<file path="src/rtl/pcl_params.svh">
// constants for the preset configuration-variable set loader
// Contract
// value 31 to id variable loads set 31
// value 32 loads accel, decel, config, 127
// value 33 adds variable 13 to 32
// values 47/48 load same, variable 35 differs
// value 8 restores every variable default
// address-0 reset restores last loaded set
// id variable never stores written value
// id-variable actions only in service mode
// bit n of variable weighs 2**n
// decoder and station speed steps agree
// unknown code leaves all variables unchanged
`ifndef PCL_PARAMS_SVH
`define PCL_PARAMS_SVH

`define PCL_CV_ADDR 8'h01
`define PCL_CV_VER 8'h07
`define PCL_CV_ID 8'h08
`define PCL_CV_CONFIG 8'h1D
`define PCL_CFG_STEP_BIT 1
`define PCL_CODE_FACTORY 8'h08
`define PCL_SET_NONE 8'h00
`define PCL_SET_A 8'h1F
`define PCL_SET_B 8'h20
`define PCL_SET_C 8'h21
`define PCL_SET_D 8'h2F
`define PCL_SET_E 8'h30
`define PCL_SET_LAST_IDX 4'hB
`define PCL_DEF_ADDR 8'h03
`define PCL_DEF_CONFIG 8'h00
`define PCL_DEF_VER 8'h01

`endif

</file>
<file path="src/rtl/pcl_pkg.sv">
// types of the preset configuration-variable set loader
package pcl_pkg;
  typedef enum logic [1:0] {
    PCL_IDLE,
    PCL_WIPE,
    PCL_LOAD
  } pcl_state_t;
endpackage

</file>
<file path="src/rtl/pcl_cv_mem.sv">
// configuration variable store with registered read data
`timescale 1ns/1ps
module pcl_cv_mem #(
  parameter int AW = 8,
  parameter int DW = 8
) (
  input wire logic clk_in,
  input wire logic rstn_in,
  input wire logic wr_en_in,
  input wire logic [AW-1:0] wr_addr_in,
  input wire logic [DW-1:0] wr_data_in,
  input wire logic [AW-1:0] rd_addr_in,
  output logic [DW-1:0] rd_data_out
);
  logic [DW-1:0] mem [0:(1<<AW)-1];

  always_ff @(posedge clk_in) begin
    if (wr_en_in) begin
      mem[wr_addr_in] <= wr_data_in;
    end
  end

  always_ff @(posedge clk_in or negedge rstn_in) begin
    if (!rstn_in) begin
      rd_data_out <= '0;
    end else begin
      rd_data_out <= mem[rd_addr_in];
    end
  end
endmodule

</file>
<file path="src/rtl/pcl_loader.sv">
// preset configuration-variable set loader with factory and set reset
`timescale 1ns/1ps
`include "pcl_params.svh"
module pcl_loader #(
  parameter logic [7:0] MFR_ID = 8'h5A,  // arbitrary neutral value
  parameter logic [7:0] SW_VER = `PCL_DEF_VER,
  parameter logic [7:0] DEF_ADDR = `PCL_DEF_ADDR,
  parameter logic [7:0] DEF_CONFIG = `PCL_DEF_CONFIG
) (
  input wire logic clk_in,
  input wire logic rstn_in,
  input wire logic wr_valid_in,
  input wire logic [7:0] wr_cv_in,
  input wire logic [7:0] wr_data_in,
  input wire logic service_mode_in,
  input wire logic addr0_reset_in,
  input wire logic cs_step128_in,
  input wire logic [7:0] rd_cv_in,
  output logic [7:0] rd_data_out,
  output logic busy_out,
  output logic wr_ack_out,
  output logic wr_reject_out,
  output logic [7:0] active_set_out,
  output logic step128_out,
  output logic step_mismatch_out
);
  pcl_pkg::pcl_state_t state;
  pcl_pkg::pcl_state_t next_state;
  logic [7:0] addr;
  logic [3:0] idx;
  logic [7:0] pending_set;
  logic [7:0] next_pending_set;
  logic [7:0] last_set;
  logic [7:0] next_last_set;

  // one entry of a preset: {variable number, value}; number 0 marks an unused slot
  function automatic logic [15:0] preset_entry(input logic [7:0] set, input logic [3:0] i);
    logic [15:0] e;
    e = 16'h0000;
    case (set)
      `PCL_SET_A: begin
        case (i)
          4'h0: e = 16'h0201;
          4'h1: e = 16'h0306;
          4'h2: e = 16'h0404;
          4'h3: e = 16'h38B7;
          4'h4: e = 16'h3AFA;
          4'h5: e = 16'h3F46;
          4'h6: e = 16'h7923;
          4'h7: e = 16'h7A0F;
          4'h8: e = 16'h7C18;
          4'h9: e = 16'h7F04;
          default: e = 16'h0000;
        endcase
      end
      `PCL_SET_B, `PCL_SET_C: begin
        case (i)
          4'h0: e = 16'h0306;
          4'h1: e = 16'h0406;
          4'h2: e = 16'h1D06;
          4'h3: e = 16'h7F14;
          4'h4: e = (set == `PCL_SET_C) ? 16'h0DC3 : 16'h0000;
          default: e = 16'h0000;
        endcase
      end
      `PCL_SET_D, `PCL_SET_E: begin
        case (i)
          4'h0: e = 16'h0201;
          4'h1: e = 16'h0310;
          4'h2: e = 16'h040D;
          4'h3: e = 16'h05F0;
          4'h4: e = 16'h0678;
          4'h5: e = 16'h0DCC;
          4'h6: e = (set == `PCL_SET_E) ? 16'h2330 : 16'h230C;
          4'h7: e = 16'h3CF0;
          4'h8: e = 16'h3D05;
          4'h9: e = 16'h790C;
          4'hA: e = 16'h7A0A;
          4'hB: e = 16'h7C97;
          default: e = 16'h0000;
        endcase
      end
      default: e = 16'h0000;
    endcase
    return e;
  endfunction

  // factory value of each variable; the id and version variables wipe to the fixed MFR_ID and SW_VER values
  function automatic logic [7:0] default_value(input logic [7:0] a);
    logic [7:0] v;
    v = 8'h00;
    if (a == `PCL_CV_ADDR) begin
      v = DEF_ADDR;
    end else if (a == `PCL_CV_VER) begin
      v = SW_VER;
    end else if (a == `PCL_CV_ID) begin
      v = MFR_ID;
    end else if (a == `PCL_CV_CONFIG) begin
      v = DEF_CONFIG;
    end
    return v;
  endfunction

  // request decode
  wire idle = (state == pcl_pkg::PCL_IDLE);
  wire req = idle && wr_valid_in;
  wire is_id_write = (wr_cv_in == `PCL_CV_ID);
  wire is_set_code = (wr_data_in == `PCL_SET_A) || (wr_data_in == `PCL_SET_B) ||
                     (wr_data_in == `PCL_SET_C) || (wr_data_in == `PCL_SET_D) ||
                     (wr_data_in == `PCL_SET_E);
  wire is_factory = (wr_data_in == `PCL_CODE_FACTORY);
  // address-0 reset wins over a write arriving in the same cycle
  wire take_set_reset = idle && addr0_reset_in;
  wire id_ok = req && !take_set_reset && is_id_write && service_mode_in;
  wire take_factory = id_ok && is_factory;
  wire take_set = id_ok && is_set_code;
  // plain writes go to any other variable except variable 0; the id value is never stored
  wire take_plain = req && !take_set_reset && !is_id_write && (wr_cv_in != 8'h00);
  // unknown code is answered but changes nothing
  wire take_unknown = id_ok && !is_factory && !is_set_code;
  wire accept = take_factory || take_set || take_plain || take_unknown;
  wire reject = wr_valid_in && !take_set_reset && !accept;

  // store write port
  wire [15:0] entry = preset_entry(pending_set, idx);
  wire entry_used = (entry[15:8] != 8'h00);
  wire wipe_wr = (state == pcl_pkg::PCL_WIPE);
  wire load_wr = (state == pcl_pkg::PCL_LOAD) && entry_used;
  wire mem_wr = wipe_wr || load_wr || take_plain;
  wire [7:0] mem_addr = wipe_wr ? addr : (load_wr ? entry[15:8] : wr_cv_in);
  wire [7:0] mem_data = wipe_wr ? default_value(addr) : (load_wr ? entry[7:0] : wr_data_in);
  wire wipe_done = wipe_wr && (addr == 8'hFF);
  wire load_done = (state == pcl_pkg::PCL_LOAD) && (idx == `PCL_SET_LAST_IDX);
  // speed-step flag is bit 1 of the config variable, weight 2
  wire cfg_wr = mem_wr && (mem_addr == `PCL_CV_CONFIG);
  wire cfg_step = mem_data[`PCL_CFG_STEP_BIT];

  pcl_cv_mem #(
    .AW(8),
    .DW(8)
  ) u_store (
    .clk_in(clk_in),
    .rstn_in(rstn_in),
    .wr_en_in(mem_wr),
    .wr_addr_in(mem_addr),
    .wr_data_in(mem_data),
    .rd_addr_in(rd_cv_in),
    .rd_data_out(rd_data_out)
  );

  always_comb begin
    next_state = state;
    next_pending_set = pending_set;
    next_last_set = last_set;
    case (state)
      pcl_pkg::PCL_IDLE: begin
        if (take_set_reset) begin
          // wipe first, then lay the last set over the defaults
          next_state = pcl_pkg::PCL_WIPE;
          next_pending_set = last_set;
        end else if (take_factory) begin
          next_state = pcl_pkg::PCL_WIPE;
          next_pending_set = `PCL_SET_NONE;
          next_last_set = `PCL_SET_NONE;
        end else if (take_set) begin
          next_state = pcl_pkg::PCL_LOAD;
          next_pending_set = wr_data_in;
          next_last_set = wr_data_in;
        end
      end
      pcl_pkg::PCL_WIPE: begin
        if (wipe_done) begin
          if (pending_set == `PCL_SET_NONE) begin
            next_state = pcl_pkg::PCL_IDLE;
          end else begin
            next_state = pcl_pkg::PCL_LOAD;
          end
        end
      end
      pcl_pkg::PCL_LOAD: begin
        if (load_done) begin
          next_state = pcl_pkg::PCL_IDLE;
        end
      end
      default: next_state = pcl_pkg::PCL_IDLE;
    endcase
  end

  // reset starts with a wipe so the store never holds garbage
  always_ff @(posedge clk_in or negedge rstn_in) begin
    if (!rstn_in) begin
      state <= pcl_pkg::PCL_WIPE;
      pending_set <= `PCL_SET_NONE;
      last_set <= `PCL_SET_NONE;
    end else begin
      state <= next_state;
      pending_set <= next_pending_set;
      last_set <= next_last_set;
    end
  end

  always_ff @(posedge clk_in or negedge rstn_in) begin
    if (!rstn_in) begin
      addr <= 8'h00;
      idx <= 4'h0;
    end else begin
      addr <= wipe_wr ? 8'(addr + 8'h01) : 8'h00;
      idx <= (state == pcl_pkg::PCL_LOAD) ? 4'(idx + 4'h1) : 4'h0;
    end
  end

  always_ff @(posedge clk_in or negedge rstn_in) begin
    if (!rstn_in) begin
      busy_out <= 1'b1;
      wr_ack_out <= 1'b0;
      wr_reject_out <= 1'b0;
      active_set_out <= `PCL_SET_NONE;
    end else begin
      busy_out <= (next_state != pcl_pkg::PCL_IDLE);
      wr_ack_out <= accept;
      wr_reject_out <= reject;
      active_set_out <= next_last_set;
    end
  end

  // mismatch lets the system warn before lights go dark
  always_ff @(posedge clk_in or negedge rstn_in) begin
    if (!rstn_in) begin
      step128_out <= 1'b0;
      step_mismatch_out <= 1'b0;
    end else begin
      if (cfg_wr) begin
        step128_out <= cfg_step;
      end
      step_mismatch_out <= (step128_out != cs_step128_in);
    end
  end
endmodule

</file>
<file path="config.mk">
export PLATFORM = sky130hd
export DESIGN_NAME = pcl_loader
export DESIGN_NICKNAME = d
export VERILOG_FILES = /design/src/rtl/pcl_pkg.sv /design/src/rtl/pcl_cv_mem.sv /design/src/rtl/pcl_loader.sv
export VERILOG_INCLUDE_DIRS = /design/src /design/src/rtl
export SDC_FILE = /design/constraint.sdc
export NUM_CORES = 2
export LEC_CHECK = 0
export BUFFER_PORTS_ARGS = -buffer_cell sky130_fd_sc_hd__buf_4
export CORE_MARGIN = 5
export CORE_UTILIZATION = 55
export DETAILED_ROUTE_END_ITERATION = 8
export PLACE_DENSITY = 0.83
export SLEW_MARGIN = 10
export SYNTH_ARGS = -nofsm -noshare
export SYNTH_HDL_FRONTEND = slang
export SYNTH_SLANG_ARGS = --single-unit
</file>
<file path="constraint.sdc">
create_clock -name clk_in -period 20.7 [get_ports clk_in]
set_input_delay 4.14 -clock clk_in [delete_from_list [all_inputs] [get_ports clk_in]]
set_output_delay 4.14 -clock clk_in [all_outputs]
set_load 0.02 [all_outputs]
</file>
After elaboration in Yosys (flattened, before gate mapping):

Memories as Yosys holds them, arrays and structs flattened. A register that Yosys moved wholly into a read port is not among the register bits.
Cells that the tools add are included.

* add/sub/neg operators: 2
* multipliers: 0
* divide/modulo/power cells: 0
* $lt $le $gt $ge: 0
* eq/ne operators: 31
* shift-type cells: 0
* muxes and demuxes: 26
* bitwise gates (word level): 1
* reductions and logical operators: 44

Operators by type and width (number)
* $pmux W15 S12: 1
* $pmux W15 S5: 1
* $eq A8 B6 Y1 const B: 8
* $mux W8: 8
* $pmux W16 S3: 1
* $eq A8 B4 Y1 const B: 3
* $eq A8 B5 Y1 const B: 3
* $mux W7: 3
* $logic_and A1 B1 Y1: 17
* $eq A4 B3 Y1 const B: 4
* $eq A4 B4 Y1 const B: 4
* $reduce_bool A8 Y1: 2
* $mux W12: 1
* $mux W2: 6
* $logic_or A1 B1 Y1: 9
* $add A8 B1 Y8 const B: 1
* $eq A4 B2 Y1 const B: 2
* $eq A8 B1 Y1 const B: 1
* $eq A8 B3 Y1 const B: 1
* $eq A8 B8 Y1 const B: 1
* $logic_not A8 Y1: 1
* $logic_not A1 Y1: 6
* $mux W6: 1
* $pmux W2 S3: 1
* 15 further kinds: 18

* flip-flop bits (word level): 35
* bits in latches: 0
* memory bits (writable): 2048
* bits in read-only memories: 240
* bits of input ports: 30
* output and inout port bits: 21
* logic and storage cells: 116
* memories kept: 2

Memories
* u_store.mem: depth 256, bits a word 8, rd ports 1, clocked after memory_dff 1, wr ports 1, RTL line pcl_cv_mem.sv:15 `logic [DW-1:0] mem [0:(1<<AW)-1];`
* (no name shown): depth 16, bits a word 15, rd ports 1, clocked after memory_dff 0, wr ports 0, RTL line pcl_loader.sv:42 `case (i)`

Depth between registers and ports, before layout:

* word-level depth: 12
* gate-level depth with buffers: 15
* depth with buffers taken out: 12

By module:

Synthesis repeated with hierarchy kept, for this count alone.

* cells, all modules: 4198
* area total of the unflattened synthesis: 83216.1 um^2

Modules (own cells, without submodules)
* pcl_cv_mem: times used 1, cells each 3795, area an instance 80038.0 um^2, seq. area each 61699.2 um^2
* pcl_loader: times used 1, cells each 403, area an instance 3178.0 um^2, seq. area each 878.3 um^2

Least setup slack after synthesis:

No wires, ideal clock.

* path type: input-to-reg
* from: input wr_data_in[3]
* to: memory u_store.mem[0][3], data pin
* arrival time: 14.116 ns
* data required time: 18.513 ns
* setup slack: 4.397 ns
* cell stages on the path: 2
* path through: a21oi_1 o21ai_0

* longest elaborated chain between the ends: 2

Ends and longest elaborated chain
* from (decl): RTL line pcl_loader.sv:14 `input wire logic [7:0] wr_data_in,`
* $mux W8 (2 in series): RTL line pcl_loader.sv:131 `wire [7:0] mem_data = wipe_wr ? default_value(addr) : (load_wr ? entry[7:0] : wr_data_in);`
* named net mem_data[3]: RTL line pcl_loader.sv:131
* to (decl): RTL line pcl_cv_mem.sv:15

The timed path passes the listed nets, and every way through them passes these cells.

==> results.md <==
* Violations in the final reports: max-capacitance violations
* Clock tree buffer depth at 3
* Root Driver: clkbuf_16
* Setup WS pre-CTS at 10.18 ns
* Die area at about 0.16 mm^2
* Crit path max fanout at 61
* Grt ovf at 0
* Worst Hold Class: register to register
* Post-CTS Setup Inserts at 0
* Number of DRC violations after detailed-routing iteration 0 at about 7200
* Area of the multi-input gates at 0.01886 mm^2
* Synth warn at 0
* Sequential area share after synthesis at 0.7614
* Initial Util at 0.5546
* Total Power at just under 9 mW
* Final net count at 3780
* Chip height at between 300 and 400 um
* Cell area after synthesis at 0.08219 mm^2
* Top-count cell post-synth: edfxtp_1
* Status: complete, but fails checks
* Top cells by count, synth: 2048 x edfxtp_1, 680 x mux4_2, 297 x nor2_1, 127 x clkbuf_1, 73 x nand2_1
* Rows at roughly 140
* Max-slew violation count at 0
* Skew-Pair Late Insertion Delay at 0.86 ns
* Fmax achieved at around 100 MHz
* Slew HR at 0.008194
* Largest net degree at the start of global routing at approximately 260
* Slew @ Worst Pin at around 1.5 ns
* Routed wire per std cell at around 38 um
* Final setup fails at 0
* Routed Antenna Nets at 0
* Pre-antenna DRT Iters at 6
* Predominant post-synthesis flop cell: edfxtp_1
* Leakage at about 28 nW
* Top cell type's share of synthesized area at 0.7482
* Post-Synthesis Cells at roughly 3700
* Fin crit period at 9.699 ns
* Worst setup EP type: register
* Setup CP Type: primary input to register
* Share of cells above drive strength 1 at 0.2810
* Synth cell types at 73
* Post-route DRC at 0
* Syn Area/Cell at roughly 23 um^2
* Yosys top cell by area: edfxtp_1
* Initial antenna violation count at 22
* CTS tree: built
* Die Wd at between 300 and 400 um
* RSZ-0062 raised after global routing: false
* Number of synthesized flops with an enable pin at a little over 2000
* Hpwl dp at approximately 120000 um
* CTS resizes at 0
* Routed vias/inst at 7.223
* Num Clock Sinks at approximately 2100
* GP Congestion at about 0.9
* DR vias at 42311
* Core Footprint at approximately 0.15 mm^2
* Main area contributors after synthesis: edfxtp_1 75%, mux4_2 19%, nor2_1 1.4%, dfrtp_1 1.2%, clkbuf_1 0.58%
* Asr flop ratio synth at 0.02056
* Reg area at ~0.063 mm^2
* Crit path setup slack, layout at roughly 11 ns
* Peak supply drop at around 0.085 mV
* Final period util at 0.4685
* Cts hold-fix bufs at 0
* Synthesized flop and latch total at approximately 2100
* Drt total wl at 224800 um
* Area Overhead vs Synth at 10.98%
* Total track usage at 0.2875
* Max-cap violations at 1
* Final hold violation count at 0
* Pwr dens at 97.93 mW/mm^2
* Setup total negative slack at 0 ns
* Reg clk slew, reported paths at roughly 0.070 ns
* Worst Path Required at around 21 ns
* Number of top-level pins at roughly 50
* Depth of the CTS H-tree at 4
* Fillers at slightly above 9000
* Clock Skews at 0.06555 ns
* Num CTS Buffers at 196
* WP data arrival at between 10 and 15 ns
* Syn_nets at 3692
* Port buffer count at 50
* Critical Path Start Type: primary input
* First-pass GRT wire length at ~320000 um
* Vias in the first global route at about 42000
-- worst max-delay path, stage by stage --
cell and delay [ns]:
buf_8 0.51, buf_4 0.70, buf_4 0.82, buf_4 0.75, buf_4 0.87, mux4_2 0.60
mux4_2 0.56, mux4_2 0.56, mux4_2 0.58
-- final timing paths --
check                      slack, ns         startpoint                     end  cells past startpoint
min                             0.48  active_set_out[3]          pending_set[3]                      2
max reg2reg                    14.24             idx[1]     u_store.mem[132][2]                     14
min in group asynchronous       3.31            rstn_in          pending_set[3]                      1
max                            11.00        rd_cv_in[0]  u_store.rd_data_out[7]                      9
max in group asynchronous      16.94            rstn_in           wr_reject_out                      1
min reg2reg                     0.48  active_set_out[3]          pending_set[3]                      2
-- metal layers --
| metal | vias up | part of all wire | GRT usage |
|---|---|---|---|
| li1 | 15622 | - | - |
| met1 | 21940 | 0.32 | 0.3668 |
| met2 | 3949 | 0.49 | 0.4555 |
| met3 | 792 | 0.12 | 0.07393 |
| met4 | 8 | 0.070 | 0.1647 |
| met5 | - | 0.00023 | 0 |
-- layout by cell type, fill, tap and decap left out, types with 4 or more instances in the layout --
cell,Yosys,routed
a21o_1,4,4
diode_2,0,17
mux4_2,680,680
o22ai_1,4,4
clkinv_1,0,42
xor2_1,5,5
or4_1,4,4
and2_1,11,11
mux2_2,5,5
inv_1,17,17
clkbuf_16,0,198
clkbuf_1,127,51
nor2b_1,14,14
a31oi_1,7,7
ha_1,10,10
a21oi_1,32,32
nor4_1,4,4
nor2_1,297,295
or2_2,6,6
o21ai_0,31,28
buf_4,0,88
buf_12,0,5
inv_6,0,4
bufinv_16,0,18
xnor2_1,4,4
nor3_1,17,14
nand2b_1,6,6
nand2_1,73,71
clkinv_16,0,6
o221ai_1,4,4
edfxtp_1,2048,2048
dfrtp_1,41,41
clkinvlp_4,0,4
nand4_1,9,9
mux2i_1,11,11
o21a_1,4,4
clkinv_2,0,38
and3_1,6,6
nand3_1,26,24
-- power breakdown --
group          internal [mW]  leakage [nW]  total, mW  switching, mW
Combinational          0.186          5.76      0.557          0.371
Clock                   2.01          3.12       3.68           1.67
Sequential              4.67          18.8       4.70         0.0269
Total                   6.87          27.6       8.93           2.07
-- metrics by stage --
stage	instance area, um^2	instances	utilization	hold WS [ns]
after detailed placement	84730	5471	0.5718	0.5148
after CTS	91140	5840	0.6150	0.5024
final	91210	5858	0.6155	0.4807
after floorplan	82190	3652	-	0.5110
after global placement	84730	5471	0.5718	0.5020
after global routing	91180	5844	0.6153	0.5192
-- state kept, by name, summed over array words and instances, names as in the netlist --
register,count
active_set_out,8
state,2
u_store.rd_data_out,8
pending_set,8
step128_out,1
wr_reject_out,1
idx,4
u_store.mem,2048
busy_out,1
step_mismatch_out,1
addr,8
wr_ack_out,1
-- layout make-up --
cell class	instances	area share
clock buffers	250	0.05657
repair buffers	98	0.009259
clock inverters	119	0.01372
multi-input cells	1336	0.2068
diodes	17	0.0004664
well taps	1930	0.02647
flip-flops and latches	2091	0.6861
inverters	17	0.0006996
-- kinds of logic (layout without fill, tap and decap cells) --
logic type / after synthesis / after routing / share of synthesized area
XOR/XNOR: 9 / 9 / 0.0009590
AND/OR/NAND/NOR: 497 / 497 / 0.02682
other: 0 / 17 / 0
flip-flops: 2091 / 2091 / 0.7614
AO/OA/AOI/OAI: 124 / 124 / 0.01028
multiplexers: 696 / 696 / 0.1884
adder cells (fa/ha/maj): 10 / 10 / 0.001522
buffers and inverters: 225 / 484 / 0.01072
No activity file was read; power rests on OpenSTA's default activity.
